<file path="config.mk">
export PLATFORM = sky130hd
export DESIGN_NAME = scr_sysctl
export DESIGN_NICKNAME = d
export VERILOG_FILES = /design/src/rtl/scr_pkg.sv /design/src/rtl/scr_sysctl.sv
export SDC_FILE = /design/constraint.sdc
export NUM_CORES = 1
export LEC_CHECK = 0
export ABC_AREA = 1
export ABC_CLOCK_PERIOD_IN_PS = 3600
export BUFFER_PORTS_ARGS = -buffer_cell sky130_fd_sc_hd__buf_2
export CORE_MARGIN = 8
export CORE_UTILIZATION = 30
export CTS_BUF_LIST = sky130_fd_sc_hd__clkbuf_8
export DETAILED_ROUTE_END_ITERATION = 10
export SLEW_MARGIN = 30
export SYNTH_ARGS = -nofsm -noshare
export SYNTH_HDL_FRONTEND = slang
export SYNTH_SLANG_ARGS = --single-unit
export TNS_END_PERCENT = 1
</file>
<file path="constraint.sdc">
create_clock -name clk_i -period 3.6 [get_ports clk_i]
set_clock_uncertainty 0.15 [all_clocks]
set_input_delay 0.54 -clock clk_i [delete_from_list [all_inputs] [get_ports clk_i]]
set_output_delay 0.54 -clock clk_i [all_outputs]
set_load 0.02 [all_outputs]
</file>
<file path="src/rtl/scr_pkg.sv">
// Package with register map, field layout and types of the system clock and reset block
package scr_pkg;

  // Register byte offsets
  localparam logic [7:0] OFS_SRC_READY = 8'h08;
  localparam logic [7:0] OFS_CLK_SELECT = 8'h0C;
  localparam logic [7:0] OFS_BUS_DIV = 8'h10;
  localparam logic [7:0] OFS_RESET_CAUSE = 8'h14;
  localparam logic [7:0] OFS_LVD_CTRL = 8'h18;

  // Source ready status field positions
  localparam int POS_LOOP_LOCKED = 6;
  localparam int POS_EXT_FAST_READY = 4;
  localparam int POS_EXT_SLOW_READY = 2;
  localparam int POS_INT_FAST_READY = 0;
  localparam logic RST_INT_FAST_READY = 1'h1;

  // System clock select field positions
  localparam int POS_REQ_LSB = 0;
  localparam int POS_ACT_LSB = 4;
  localparam int SRC_W = 3;

  // Bus clock divider
  localparam int DIV_CODE_W = 4;
  localparam logic [3:0] DIV_CODE_MAX = 4'h9;
  localparam int DIV_CNT_W = 9;
  localparam logic [3:0] RST_DIV_CODE = 4'h0;

  // Reset cause flag positions
  localparam int POS_POWER_ON = 4;
  localparam int POS_PIN_RESET = 3;
  localparam int POS_BROWNOUT = 2;
  localparam int POS_WATCHDOG = 1;
  localparam int POS_SOFTWARE = 0;
  localparam int CAUSE_W = 5;
  localparam logic [4:0] RST_CAUSE = 5'h10;

  // Low-voltage detector control field positions
  localparam int POS_LVD_EN = 15;
  localparam int POS_LVD_RST_EN = 14;
  localparam int POS_IRQ_LVL_LSB = 4;
  localparam int POS_RST_LVL_LSB = 0;
  localparam logic [1:0] LVL_RESERVED = 2'h3;
  localparam logic [1:0] RST_LVL = 2'h0;

  // Clock source codes, shared by request and active fields
  typedef enum logic [2:0] {
    SRC_INT_FAST_RC = 3'h0,
    SRC_INT_SLOW_RC = 3'h1,
    SRC_EXT_FAST_XTAL = 3'h2,
    SRC_EXT_SLOW_XTAL = 3'h3,
    SRC_LOOP = 3'h4
  } scr_src_t;

  // Ready levels from the clock sources
  typedef struct packed {
    logic loop_locked;
    logic ext_fast;
    logic ext_slow;
    logic int_slow;
    logic int_fast;
  } scr_ready_t;

  // One-cycle reset cause events from the reset sources
  typedef struct packed {
    logic pin_reset;
    logic watchdog;
    logic software;
  } scr_cause_evt_t;

  // Comparator results from the analog supply monitor
  typedef struct packed {
    logic below_irq_level;
    logic below_rst_level;
  } scr_supply_t;

endpackage

</file>
<file path="src/rtl/scr_sysctl.sv">
// System clock selection, bus clock divider, reset cause flags and low-voltage control
//
// Notes on behaviour
// Loop locked flag, bit 6, reset 0
// External fast oscillator ready, bit 4, reset 0
// External slow oscillator ready, bit 2, reset 0
// Internal fast RC ready, bit 0, reset 1
// Requested source field bits 2:0, five codes
// Active source field bits 6:4, hardware driven
// Bus clock divides by two to the code
// Deep power-down wake not recorded here
// Power-on cause flag bit 4, one after reset
// Cause flags cleared by writing zero
// Pin reset cause flag bit 3, reset 0
// Brownout reset cause flag bit 2
// Watchdog reset cause flag bit 1
// Software reset cause flag bit 0
// Detector works only while bit 15 set
// Detector resets only while bit 14 set
// Interrupt threshold field bits 5:4
// Reset threshold field bits 1:0
// Below threshold raises interrupt or reset
// Active or pending source kept enabled
// Switch only when requested source ready
// Reserved bits read zero, ignore writes
`timescale 1ns/1ps

module scr_sysctl (
  input wire logic clk_i, // System clock, 100 MHz
  input wire logic reset_n_i, // Power-on reset, async, active low
  input wire logic [7:0] addr_i, // Register byte address
  input wire logic [31:0] wdata_i, // Write data
  input wire logic wr_i, // Write strobe
  input wire logic rd_i, // Read strobe
  output logic [31:0] rdata_o, // Read data, cycle after rd_i
  input wire scr_pkg::scr_ready_t ready_i, // Source ready levels
  input wire scr_pkg::scr_cause_evt_t cause_i, // Reset cause pulses
  input wire scr_pkg::scr_supply_t supply_i, // Supply comparator results
  output logic [2:0] system_clock_source_o, // Source now clocking the system
  output logic [4:0] keep_enabled_o, // Per source: enable must stay set
  output logic bus_tick_o, // Bus clock enable pulse
  output logic [1:0] irq_level_o, // Interrupt threshold code to monitor
  output logic [1:0] rst_level_o, // Reset threshold code to monitor
  output logic lvd_enable_o, // Supply monitor powered
  output logic lvd_irq_o, // Low-voltage interrupt level
  output logic lvd_reset_o // Low-voltage reset request level
);

  // All state of the block
  typedef struct packed {
    logic [31:0] rdata;
    logic loop_locked;
    logic ext_fast_ready;
    logic ext_slow_ready;
    logic int_slow_ready;
    logic int_fast_ready;
    scr_pkg::scr_src_t requested;
    scr_pkg::scr_src_t active;
    logic [4:0] keep_enabled;
    logic [3:0] div_code;
    logic [8:0] div_cnt;
    logic bus_tick;
    logic [4:0] cause;
    logic lvd_en;
    logic lvd_rst_en;
    logic [1:0] irq_level;
    logic [1:0] rst_level;
    logic lvd_irq;
    logic lvd_reset;
  } scr_state_t;

  scr_state_t cur;
  scr_state_t next_st;

  // Ready state of a given source code, from the registered ready levels
  function automatic logic src_ready(input scr_pkg::scr_src_t src, input scr_state_t s);
    logic r;
    r = 1'h0;
    unique case (src)
      scr_pkg::SRC_INT_FAST_RC: r = s.int_fast_ready;
      scr_pkg::SRC_INT_SLOW_RC: r = s.int_slow_ready;
      scr_pkg::SRC_EXT_FAST_XTAL: r = s.ext_fast_ready;
      scr_pkg::SRC_EXT_SLOW_XTAL: r = s.ext_slow_ready;
      scr_pkg::SRC_LOOP: r = s.loop_locked;
    endcase
    return r;
  endfunction

  // One-hot form of a source code, used for the keep-enabled guard
  function automatic logic [4:0] src_onehot(input scr_pkg::scr_src_t src);
    logic [4:0] v;
    v = 5'h00;
    v[src] = 1'h1;
    return v;
  endfunction

  // Mask of low counter bits that must all be one at the end of a bus period
  function automatic logic [8:0] div_mask(input logic [3:0] code);
    logic [8:0] m;
    m = 9'h000;
    for (int i = 0; i < scr_pkg::DIV_CNT_W; i++)
    begin
      if (4'(i) < code)
      begin
        m[i] = 1'h1;
      end
    end
    return m;
  endfunction

  // Legal source code check; reserved codes are refused
  function automatic logic src_legal(input logic [2:0] code);
    return code <= 3'(scr_pkg::SRC_LOOP);
  endfunction

  // Next-state logic
  always_comb
  begin
    logic [31:0] rd;
    logic [8:0] mask;
    logic [4:0] set_ev;
    logic [4:0] clr_ev;
    logic [2:0] new_src;
    logic [1:0] new_irq_lvl;
    logic [1:0] new_rst_lvl;
    logic [3:0] new_div;
    rd = 32'h0000_0000;
    mask = 9'h000;
    set_ev = 5'h00;
    clr_ev = 5'h00;
    new_src = 3'h0;
    new_irq_lvl = 2'h0;
    new_rst_lvl = 2'h0;
    new_div = 4'h0;
    next_st = cur;

    // Ready levels are sampled once so status reads and switching agree
    next_st.loop_locked = ready_i.loop_locked;
    next_st.ext_fast_ready = ready_i.ext_fast;
    next_st.ext_slow_ready = ready_i.ext_slow;
    next_st.int_fast_ready = ready_i.int_fast;
    next_st.int_slow_ready = ready_i.int_slow;

    // Register writes; reserved codes leave the old value in place
    if (wr_i)
    begin
      unique case (addr_i)
        scr_pkg::OFS_CLK_SELECT:
        begin
          new_src = wdata_i[scr_pkg::POS_REQ_LSB +: scr_pkg::SRC_W];
          if (src_legal(new_src))
          begin
            next_st.requested = scr_pkg::scr_src_t'(new_src);
          end
        end
        scr_pkg::OFS_BUS_DIV:
        begin
          new_div = wdata_i[3:0];
          if (new_div <= scr_pkg::DIV_CODE_MAX)
          begin
            next_st.div_code = new_div;
          end
        end
        scr_pkg::OFS_RESET_CAUSE:
        begin
          clr_ev = ~wdata_i[scr_pkg::CAUSE_W-1:0];
        end
        scr_pkg::OFS_LVD_CTRL:
        begin
          next_st.lvd_en = wdata_i[scr_pkg::POS_LVD_EN];
          next_st.lvd_rst_en = wdata_i[scr_pkg::POS_LVD_RST_EN];
          new_irq_lvl = wdata_i[scr_pkg::POS_IRQ_LVL_LSB +: 2];
          new_rst_lvl = wdata_i[scr_pkg::POS_RST_LVL_LSB +: 2];
          if (new_irq_lvl != scr_pkg::LVL_RESERVED)
          begin
            next_st.irq_level = new_irq_lvl;
          end
          if (new_rst_lvl != scr_pkg::LVL_RESERVED)
          begin
            next_st.rst_level = new_rst_lvl;
          end
        end
        default:
        begin
          next_st.rdata = cur.rdata;
        end
      endcase
    end

    // Switch only once the requested source is ready; a glitch-free mux
    // outside follows the active field, so it never sees a dead source
    if (cur.active != cur.requested && src_ready(cur.requested, cur))
    begin
      next_st.active = cur.requested;
    end

    // Enables of the active and the pending source must not be cleared
    next_st.keep_enabled = src_onehot(next_st.active) | src_onehot(next_st.requested);

    // Bus clock: one tick every two-to-the-code system clocks
    mask = div_mask(cur.div_code);
    next_st.div_cnt = cur.div_cnt + 9'h001;
    next_st.bus_tick = (cur.div_cnt & mask) == mask;

    // Low-voltage detector outputs, gated by the enables
    next_st.lvd_irq = cur.lvd_en && supply_i.below_irq_level;
    next_st.lvd_reset = cur.lvd_en && cur.lvd_rst_en && supply_i.below_rst_level;

    // Cause flags; a set in the same cycle as a clear wins.
    // Deep power-down wake has no input here: another register reports it.
    set_ev[scr_pkg::POS_PIN_RESET] = cause_i.pin_reset;
    set_ev[scr_pkg::POS_BROWNOUT] = cur.lvd_reset;
    set_ev[scr_pkg::POS_WATCHDOG] = cause_i.watchdog;
    set_ev[scr_pkg::POS_SOFTWARE] = cause_i.software;
    next_st.cause = (cur.cause & ~clr_ev) | set_ev;

    // Read mux; unmapped and reserved bits give zero
    if (rd_i)
    begin
      unique case (addr_i)
        scr_pkg::OFS_SRC_READY:
        begin
          rd[scr_pkg::POS_LOOP_LOCKED] = cur.loop_locked;
          rd[scr_pkg::POS_EXT_FAST_READY] = cur.ext_fast_ready;
          rd[scr_pkg::POS_EXT_SLOW_READY] = cur.ext_slow_ready;
          rd[scr_pkg::POS_INT_FAST_READY] = cur.int_fast_ready;
        end
        scr_pkg::OFS_CLK_SELECT:
        begin
          rd[scr_pkg::POS_REQ_LSB +: scr_pkg::SRC_W] = cur.requested;
          rd[scr_pkg::POS_ACT_LSB +: scr_pkg::SRC_W] = cur.active;
        end
        scr_pkg::OFS_BUS_DIV:
        begin
          rd[3:0] = cur.div_code;
        end
        scr_pkg::OFS_RESET_CAUSE:
        begin
          rd[scr_pkg::CAUSE_W-1:0] = cur.cause;
        end
        scr_pkg::OFS_LVD_CTRL:
        begin
          rd[scr_pkg::POS_LVD_EN] = cur.lvd_en;
          rd[scr_pkg::POS_LVD_RST_EN] = cur.lvd_rst_en;
          rd[scr_pkg::POS_IRQ_LVL_LSB +: 2] = cur.irq_level;
          rd[scr_pkg::POS_RST_LVL_LSB +: 2] = cur.rst_level;
        end
        default:
        begin
          rd = 32'h0000_0000;
        end
      endcase
    end
    // Read data stand for one cycle only, zero otherwise
    next_st.rdata = rd;
  end

  // State register; reset is the power-on event
  always_ff @(posedge clk_i or negedge reset_n_i)
  begin
    if (!reset_n_i)
    begin
      cur.rdata <= 32'h0000_0000;
      cur.loop_locked <= 1'h0;
      cur.ext_fast_ready <= 1'h0;
      cur.ext_slow_ready <= 1'h0;
      cur.int_slow_ready <= 1'h0;
      cur.int_fast_ready <= scr_pkg::RST_INT_FAST_READY;
      cur.requested <= scr_pkg::SRC_INT_FAST_RC;
      cur.active <= scr_pkg::SRC_INT_FAST_RC;
      cur.keep_enabled <= 5'h01;
      cur.div_code <= scr_pkg::RST_DIV_CODE;
      cur.div_cnt <= 9'h000;
      cur.bus_tick <= 1'h0;
      cur.cause <= scr_pkg::RST_CAUSE;
      cur.lvd_en <= 1'h0;
      cur.lvd_rst_en <= 1'h0;
      cur.irq_level <= scr_pkg::RST_LVL;
      cur.rst_level <= scr_pkg::RST_LVL;
      cur.lvd_irq <= 1'h0;
      cur.lvd_reset <= 1'h0;
    end
    else
    begin
      cur <= next_st;
    end
  end

  // Outputs straight from the state register
  assign rdata_o = cur.rdata;
  assign system_clock_source_o = cur.active;
  assign keep_enabled_o = cur.keep_enabled;
  assign bus_tick_o = cur.bus_tick;
  assign irq_level_o = cur.irq_level;
  assign rst_level_o = cur.rst_level;
  assign lvd_enable_o = cur.lvd_en;
  assign lvd_irq_o = cur.lvd_irq;
  assign lvd_reset_o = cur.lvd_reset;

endmodule

</file>
==> results of run 1 <==
-- through the flow --
stage,area [um2],setup slack (ps)
2_1_floorplan,2820,1910
3_3_place_gp,2900,1640
3_5_place_dp,2900,1600
4_1_cts,2990,1870
5_1_grt,3000,1680
6_report,3000,1860
-- worst max-delay path by stage --
stage / start / end / cells after the start
floorplan: addr_i[2] / irq_level_o[0]$_DFFE_PN0P_ / 8
global placement: wdata_i[1] / keep_enabled_o[2]$_DFF_PN0_ / 9
detailed placement: wdata_i[1] / keep_enabled_o[2]$_DFF_PN0_ / 9
CTS: cur[36]$_DFF_PN0_ / keep_enabled_o[0]$_DFF_PN1_ / 9
global route: cur[36]$_DFF_PN0_ / keep_enabled_o[0]$_DFF_PN1_ / 9
finish: cur[36]$_DFF_PN0_ / keep_enabled_o[0]$_DFF_PN1_ / 9
-- cells by family (layout without fill, tap and decap cells) --
family,Yosys count,after routing
AO/OA/AOI/OAI,40,40
XOR/XNOR,8,8
adder cells (fa/ha/maj),1,1
buffers and inverters,86,104
flip-flops,52,52
other,1,23
AND/OR/NAND/NOR,133,133
-- cells in the final DEF (no fill, tap or decap), types with 2 or more instances in the layout --
cell	n
dfrtp_1	49
o21ai_0	15
a21o_1	2
dfstp_2	3
a21oi_1	8
clkbuf_8	6
o211ai_1	5
inv_2	4
nand3_2	3
xnor2_1	4
o31ai_1	2
nand2_1	66
nor2_2	2
nor2_4	2
nand4_1	7
nand2_2	2
inv_1	38
conb_1	23
nand3_1	30
buf_2	53
buf_4	2
xor2_1	4
nor3_1	2
nor2_1	17
-- final cells by class --
cell class | count | area, um2 | share of cell area, %
timing repair buffer | 55 | 280 | 9.36
sequential | 52 | 1310 | 43.6
clock inverter | 2 | 11.3 | 0.376
inverter | 41 | 154 | 5.14
multi-input combinational | 205 | 1020 | 34.2
tap | 111 | 139 | 4.64
clock buffer | 6 | 82.6 | 2.76
-- routing by layer --
layer  GRT usage (%)  share of wire [%]  vias up
met5               0                  0        -
met3            3.39                5.8        6
li1                -                  -     1042
met4            3.56                1.3        0
met1            13.4                 47      948
met2            17.4                 46       59
-- critical path, cell delays in order, from the launching register on --
cell and delay (ps):
dfrtp_1 490, inv_2 160, nand2_1 70, nand3_1 60, nand2_1 60, nand2_1 140
nand3_2 150, a21oi_2 220, nand3_1 100, nand2_1 80
-- where the power goes --
part / internal, uW / switching, uW / total (uW)
Clock: 154 / 193 / 347
Combinational: 69.9 / 166 / 236
Sequential: 617 / 25.3 / 642
-- flip-flops by register name (all words and copies together), names as in the netlist --
name,count
lvd_irq_o,1
irq_level_o,2
keep_enabled_o,5
rst_level_o,2
cur,27
system_clock_source_o,3
lvd_reset_o,1
bus_tick_o,1
rdata_o,9
lvd_enable_o,1
==> flow_summary.json, run 1 <==
{
  "status": "finished, final reports clean",
  "grt_max_degree": 39,
  "setup_viol": 0,
  "rsz0062_at_grt": "false",
  "place_congestion": 0.824,
  "io_buffers": 54,
  "row_count": 35,
  "routed_via_density": 4.35,
  "period_needed_ps": 1740,
  "hold-worst-slack_ps": 39.3,
  "synth-compound-area-share_pct": 8.97,
  "ctsResizeCount": 0,
  "setup-tns-final_ps": 0,
  "crit_type": "flip-flop to flip-flop",
  "synthTopCellsByArea": "dfrtp_1 45%, buf_4 12%, nand2_1 9.1%, nand3_1 5.5%, inv_1 5.1%",
  "die_y_um": 111,
  "hold_path_class": "input pin to asynchronous set/reset pin",
  "fin_crit_sh_pct": 48.4,
  "p_per_area_nw_per_um2": 409,
  "rr_startpoint": "cur[36]$_DFF_PN0_",
  "num_antenna_cells": 0,
  "cp-end-kind": "flip-flop",
  "postCtsHoldBufs": 0,
  "stdcell_count": 472,
  "cts_root_buffer": "clkbuf_8",
  "slew_viol_final": 0,
  "clock_latency_ps": 310,
  "power_uw": 1220,
  "num_vias": 2055,
  "h-tree-depth": 2,
  "wl_per_cell_um": 13.6,
  "ir_drop_mv": 0.128,
  "yosysMostFrequentCell": "nand2_1",
  "coreArea_um2": 9020,
  "utilization_pct": 33.2,
  "syn_to_final_growth_pct": 9.52,
  "synth_top_family_by_area": "simple AND/OR/NAND/NOR gates",
  "synthAdderAreaFrac_pct": 0.457,
  "die_w_um": 111,
  "ys_types": 34,
  "numCtsBuffers": 5,
  "cp_max_fo": 7,
  "synth_top_area_share_pct": 44.8,
  "yosys.area_share.simple_pct": 22.3,
  "fillCellCount": 980,
  "postRouteAntennaNets": 0,
  "yosys.area_share.xor_xnor_pct": 2.56,
  "worstMarginPinSlew_ps": 530,
  "wirelength_mm": 6.41,
  "synth_top_area_cell": "dfrtp_1",
  "synth_cells": 321,
  "syn_area_um2": 2740,
  "post-route-drc-count": 0,
  "ys_ff_latch": 52,
  "muxShareOfSynthArea_pct": 0,
  "synth.avg_cell_area_um2": 8.52,
  "final_layout_size_suffix_gt1_share_pct": 22.4,
  "postCtsSetupBuffers": 0,
  "ys_warn_count": 0,
  "p_leak_uw": 0.00157,
  "dpl.hpwl_mm": 5.21,
  "r2r_setup_slack_ps": 1860,
  "path_clk_slew_ps": 90,
  "nets": 415,
  "drv_cap": 0,
  "grt_pass1_vias": 2223,
  "drt_iter0_drc": 76,
  "clock_sinks": 52,
  "synth_commonest_cells": "66 x nand2_1, 49 x dfrtp_1, 44 x buf_4, 37 x inv_1, 30 x nand3_1",
  "cp.required_ps": 3700,
  "clk_path_buf_depth": 2,
  "grt_pass1_wl_mm": 10.9,
  "dieArea_um2": 12400,
  "cp_data_arrival_time_ps": 1840,
  "grt_use_total_pct": 10.8,
  "reg2reg_depth": 9,
  "grt.overflow.total": 0,
  "synth.yosys.seq_area_share_pct": 47.7,
  "place_inst": 464,
  "io_pins": 102,
  "fmax_mhz": 574,
  "critPathLaunchType": "flip-flop",
  "hold_violations": 0,
  "synth_edf_count": 0,
  "grt_antenna_before_repair": 0,
  "worstReg2RegEnd": "keep_enabled_o[0]$_DFF_PN1_",
  "dr.pass1.iters": 4,
  "synth_ff_type": "dfrtp_1",
  "max-slew-margin-rel_pct": 64.5,
  "async_reset_ff_share_pct": 100,
  "initial_core_util_pct": 30.3,
  "cts_tree": "yes"
}
(Power assumes the default switching activity.)
==> run 2: changes to the inputs <==
--- a/config.mk
+++ b/config.mk
@@ -6,7 +6,7 @@
 export NUM_CORES = 1
 export LEC_CHECK = 0
 export ABC_AREA = 1
-export ABC_CLOCK_PERIOD_IN_PS = 3600
+export ABC_CLOCK_PERIOD_IN_PS = 1500
 export BUFFER_PORTS_ARGS = -buffer_cell sky130_fd_sc_hd__buf_2
 export CORE_MARGIN = 8
 export CORE_UTILIZATION = 30
==> constraint.sdc (replaced) <==
create_clock -name clk_i -period 1.5 [get_ports clk_i]
set_clock_uncertainty 0.15 [all_clocks]
set_input_delay 0.225 -clock clk_i [delete_from_list [all_inputs] [get_ports clk_i]]
set_output_delay 0.225 -clock clk_i [all_outputs]
set_load 0.02 [all_outputs]
==> run 2 against run 1 <==
The flow now finishes with violations (setup timing). Worst hold slack got worse by 29 ps. Count of clock-buffer cells in the layout decreased by 1. Design area increased by 21%. First-iteration DRC count increased by 22%. Power increased to 2.8 times the previous value. Utilization increased by 7.0 points. Sequential share of layout area decreased by 7.5 points. Fmax increased by 8.2%. Via count increased by 11%. Sequential power increased by 140%. Combinational power increased to 3.6 times the previous value. Critical path depth increased by 1.
==> flow_summary.json, run 2 (synthesized netlist as in run 1, its figures left out) <==
{
  "p_leak_uw": 0.00186,
  "routed-wl-met3_um": 389,
  "h-tree-depth": 2,
  "syn_to_final_growth_pct": 32.7,
  "post-route-drc-count": 0,
  "wl_per_cell_um": 13.7,
  "cp-startpoint": "cur[36]$_DFF_PN0_",
  "largest_register_ffs": 27,
  "cts_root_buffer": "clkbuf_8",
  "grt_antenna_before_repair": 0,
  "clock_latency_ps": 320,
  "coreArea_um2": 9020,
  "final_layout_size_suffix_gt1_share_pct": 36.2,
  "hold_path_class": "input pin to flip-flop",
  "cp-end-kind": "flip-flop",
  "wirelength_mm": 7.11,
  "status": "complete, but fails checks",
  "num_antenna_cells": 0,
  "setup_viol": 5,
  "period_needed_ps": 1610,
  "initial_core_util_pct": 30.3,
  "met2_length_mm": 3.56,
  "drt_iter0_drc": 93,
  "crit_type": "flip-flop to flip-flop",
  "dpl.hpwl_mm": 5.44,
  "clk_path_buf_depth": 2,
  "postRouteAntennaNets": 0,
  "utilization_pct": 40.2,
  "dr.pass1.iters": 4,
  "num_vias": 2279,
  "rsz0062_at_grt": "true",
  "die_w_um": 111,
  "hold_violations": 0,
  "row_count": 35,
  "violations": "setup timing",
  "grt_pass1_vias": 2418,
  "final_cell_mix": "54 x buf_2, 50 x nand2_1, 45 x dfrtp_1",
  "clock_sinks": 52,
  "io_pins": 102,
  "ir_drop_mv": 0.428,
  "hold-worst-slack_ps": 10.2,
  "grt_pass1_wl_mm": 11.7,
  "fin_crit_sh_pct": 107,
  "cp_max_fo": 7,
  "rr_startpoint": "cur[36]$_DFF_PN0_",
  "cp_data_arrival_time_ps": 1670,
  "cp.required_ps": 1560,
  "worst_slack_ps": -109,
  "highest_layer": "met4",
  "grt.overflow.total": 0,
  "die_y_um": 111,
  "nets": 463,
  "place_congestion": 0.822,
  "grt_max_degree": 23,
  "critPathLaunchType": "flip-flop",
  "cts_tree": "yes",
  "slew_viol_final": 0,
  "drv_cap": 0,
  "numCtsBuffers": 5,
  "dieArea_um2": 12400,
  "fmax_mhz": 621,
  "r2r_setup_slack_ps": -110,
  "grt_use_total_pct": 11.4,
  "regMostFlops": "cur",
  "p_per_area_nw_per_um2": 937,
  "worstHoldStart": "wdata_i[5]",
  "wl_met1_mm": 3.07,
  "path_clk_slew_ps": 110,
  "routed_via_density": 4.38,
  "io_buffers": 54,
  "final_common_cell": "buf_2"
}
[run 2: cell count changes in the layout (fill, tap and decap cells not counted), sizes merged]
cell	change
buf	+34
bufinv	+1
clkbuf	-1
clkinv	+1
dlygate4sd3	+14
inv	-1
[run 2: critical path, stage by stage (launching register included)]
cell and delay (ps):
dfrtp_2 460, clkinv_4 120, nand2_2 80, nand3_2 70, nand2_2 90, nand2_4 70
buf_6 120, nand4_1 80, nand2_2 100, nand3_1 100, nand2_1 60
[run 2: what timing repair did]
action                                  in CTS  in global routing
gates resized for setup                     16                 33
endpoints found under the setup margin       7                  8
setup buffers                                3                  4
pin swaps                                    9                 15
hold buffers                                14                  0
hold endpoints to repair                    62                  0
[run 2: worst paths after layout]
kind                                               endpoint  cells after the start
worst min-delay path             irq_level_o[1]$_DFFE_PN0P_                      3
max in group asynchronous                 cur[12]$_DFF_PN1_                      3
worst max-delay path            keep_enabled_o[4]$_DFF_PN0_                     10
min in group asynchronous                 cur[42]$_DFF_PN0_                      2
worst min register to register            cur[12]$_DFF_PN1_                      2
worst max register to register  keep_enabled_o[4]$_DFF_PN0_                     10
[run 2: metrics by stage]
step	setup TNS [ps]	instance area (um2)	cells	total power [uW]	setup slack [ps]
finish	-433	3630	520	3400	-109
global route	-998	3630	520	3570	-192
CTS	-183	3470	516	3320	-53.6
detailed placement	-1010	3130	491	2210	-136
global placement	-717	3130	491	2200	-109
floorplan	0	2820	343	2040	28.4
[run 2: cell type report]
| cell class | instances | area [um2] |
|---|---|---|
| multi-input combinational | 205 | 1180 |
| timing repair buffer | 103 | 726 |
| clock buffer | 5 | 68.8 |
| fill | 937 | 5390 |
| clock inverter | 3 | 46.3 |
| tap | 111 | 139 |
| sequential | 52 | 1310 |
| inverter | 41 | 159 |
[run 2: routing by layer]
metal | up-vias | GRT usage, %
met1 | 1069 | 13.4
met4 | 0 | 3.91
met5 | - | 0
met3 | 9 | 3.55
li1 | 1140 | -
met2 | 61 | 19.0
[run 2: where the power goes]
group          switching (uW)  internal (uW)  leakage [uW]  total, uW
Clock                     506            503     0.0000548       1010
Combinational             524            326       0.00120        850
Sequential               61.9           1480      0.000610       1540
Total                    1090           2310       0.00186       3400
==> run 3: changes to the inputs <==
--- a/config.mk
+++ b/config.mk
@@ -7,11 +7,11 @@
 export LEC_CHECK = 0
 export ABC_AREA = 1
 export ABC_CLOCK_PERIOD_IN_PS = 1500
-export BUFFER_PORTS_ARGS = -buffer_cell sky130_fd_sc_hd__buf_2
 export CORE_MARGIN = 8
 export CORE_UTILIZATION = 30
 export CTS_BUF_LIST = sky130_fd_sc_hd__clkbuf_8
 export DETAILED_ROUTE_END_ITERATION = 10
+export DONT_BUFFER_PORTS = 1
 export SLEW_MARGIN = 30
 export SYNTH_ARGS = -nofsm -noshare
 export SYNTH_HDL_FRONTEND = slang
==> run 3 against run 2 <==
Largest cell class unchanged. Highest routed layer unchanged. Power shrank 6.8%. Global-route usage shrank 0.25 points. Design area shrank 11%. The run ends with hold timing, setup timing left. Utilization shrank 4.6 points. Die area is the same. Register-to-register slack is essentially flat. Sequential share of layout area grew 4.6 points. Critical endpoint is now keep_enabled_o[2]$_DFF_PN0_. Combinational power shrank 25%. Largest power group unchanged.
==> flow_summary.json, run 3 (synthesized netlist as in run 1, its figures left out) <==
{
  "final_cell_mix": "53 x nand2_1, 46 x dfrtp_1, 37 x inv_1",
  "critical_path.max_stage_delay_ps": 490,
  "period_needed_ps": 1600,
  "numCtsBuffers": 5,
  "postCtsHoldBufs": 20,
  "clock_latency_ps": 310,
  "fmax_mhz": 626,
  "setup-tns-final_ps": -415,
  "crit_type": "flip-flop to flip-flop",
  "dr.pass1.iters": 6,
  "nets": 405,
  "syn_to_final_growth_pct": 17.6,
  "routed_via_density": 4.46,
  "final_common_cell": "nand2_1",
  "critPathTopFamily": "simple AND/OR/NAND/NOR gates",
  "drt_iter0_drc": 64,
  "status": "complete, but fails checks",
  "cp-end-kind": "flip-flop",
  "hold-worst-slack_ps": -547,
  "critPathLaunchType": "flip-flop",
  "final_layout_size_suffix_gt1_share_pct": 20.8,
  "grt_use_total_pct": 11.1,
  "die_w_um": 111,
  "dpl.hpwl_mm": 5.14,
  "dieArea_um2": 12400,
  "io_buffers": 0,
  "clk_path_buf_depth": 2,
  "num_antenna_cells": 0,
  "postRouteAntennaNets": 0,
  "grt_antenna_before_repair": 0,
  "num_vias": 2062,
  "regMostFlops": "cur",
  "drv_cap": 0,
  "place_congestion": 0.798,
  "hold_path_class": "input pin to asynchronous set/reset pin",
  "largest_register_ffs": 27,
  "slowest_stage": "dfrtp_2",
  "h-tree-depth": 2,
  "fin_crit_sh_pct": 107,
  "grt.overflow.total": 0,
  "final_cell_area_um2": 3220,
  "die_y_um": 111,
  "wl_per_cell_um": 14.8,
  "post-route-drc-count": 0,
  "path_cells": "inv_4 > nand3_1 > nand3_4 > nand3_4 > nand2_2 > nand2_2 > nand3_1 > nand2_1",
  "grt_pass1_wl_mm": 11.2,
  "cp_max_fo": 7,
  "p_per_area_nw_per_um2": 986,
  "placed_area_um2": 2790,
  "cp_data_arrival_time_ps": 1660,
  "utilization_pct": 35.6,
  "hold_violations": 52,
  "worst_slack_ps": -98.0,
  "path_clk_slew_ps": 100,
  "cts_root_buffer": "clkbuf_8",
  "cp_num_buf_inv": 1,
  "coreArea_um2": 9020,
  "clock_sinks": 52,
  "wirelength_mm": 6.83,
  "cp.required_ps": 1560,
  "slew_viol_final": 0,
  "power_uw": 3170,
  "io_pins": 102,
  "row_count": 35,
  "ir_drop_mv": 0.428,
  "cts_tree": "yes",
  "violations": "hold timing, setup timing",
  "setup_viol": 5,
  "rsz0062_at_grt": "true",
  "p_leak_uw": 0.00156,
  "initial_core_util_pct": 30.3,
  "grt_pass1_vias": 2128,
  "grt_max_degree": 53
}
-- run 3: repair_timing --
| item | 4_1_cts | 5_1_grt |
|---|---|---|
| setup endpoints to repair | 5 | 8 |
| endpoints found under the hold margin | 76 | 52 |
| setup buffers | 2 | 0 |
| resized for setup | 11 | 18 |
| pin swaps | 5 | 9 |
-- run 3: area by class of cell --
cell class	instances	area, um2
Fill cell	941	5810
Sequential cell	52	1310
Multi-Input combinational cell	205	1110
Timing Repair Buffer	45	392
Inverter	41	156
Tap cell	111	139
Clock buffer	5	68.8
Clock inverter	3	38.8
-- run 3: per-layer routing --
| layer | GRT usage [%] | vias up | wire [um] |
|---|---|---|---|
| li1 | - | 1021 | - |
| met1 | 13.5 | 978 | 3010 |
| met2 | 18.4 | 56 | 3350 |
| met3 | 3.76 | 7 | 405 |
| met4 | 2.93 | 0 | 63 |
| met5 | 0 | - | 0 |
-- run 3: path summary, 6_finish.rpt --
| path | cells after the start | slack [ps] | end | startpoint |
|---|---|---|---|---|
| hold / removal | 0 | -550 | rst_level_o[0]$_DFFE_PN0P_ | reset_n_i |
| hold reg to reg | 2 | 310 | cur[12]$_DFF_PN1_ | cur[12]$_DFF_PN1_ |
| min in group clk_i | 3 | 10 | rdata_o[3]$_DFF_PN0_ | addr_i[2] |
| setup reg to reg | 8 | -100 | keep_enabled_o[2]$_DFF_PN0_ | cur[36]$_DFF_PN0_ |
| max in group asynchronous | 0 | 1550 | cur[38]$_DFF_PN1_ | reset_n_i |
| setup / recovery | 8 | -100 | keep_enabled_o[2]$_DFF_PN0_ | cur[36]$_DFF_PN0_ |
-- run 3: power by group --
part / internal (uW) / switching, uW / leakage (uW) / total, uW
Combinational: 237 / 399 / 0.000893 / 636
Clock: 489 / 463 / 0.0000593 / 953
Sequential: 1480 / 101 / 0.000611 / 1580
Total: 2210 / 963 / 0.00156 / 3170
-- run 3: metrics by stage --
stage,hold slack (ps),std cells,worst slack [ps]
2_1_floorplan,-221,343,28.4
3_3_place_gp,-218,432,-59.7
3_5_place_dp,-217,432,-98.9
4_1_cts,-562,462,-62.9
5_1_grt,-574,462,-182
6_report,-547,462,-98.0
-- run 3: worst reg2reg max path, cell delays in order, from the launching register on --
cell and delay, ps:
dfrtp_2 490, inv_4 110, nand3_1 140, nand3_4 150, nand3_4 140, nand2_2 100, nand2_2 70, nand3_1 90
nand2_1 60
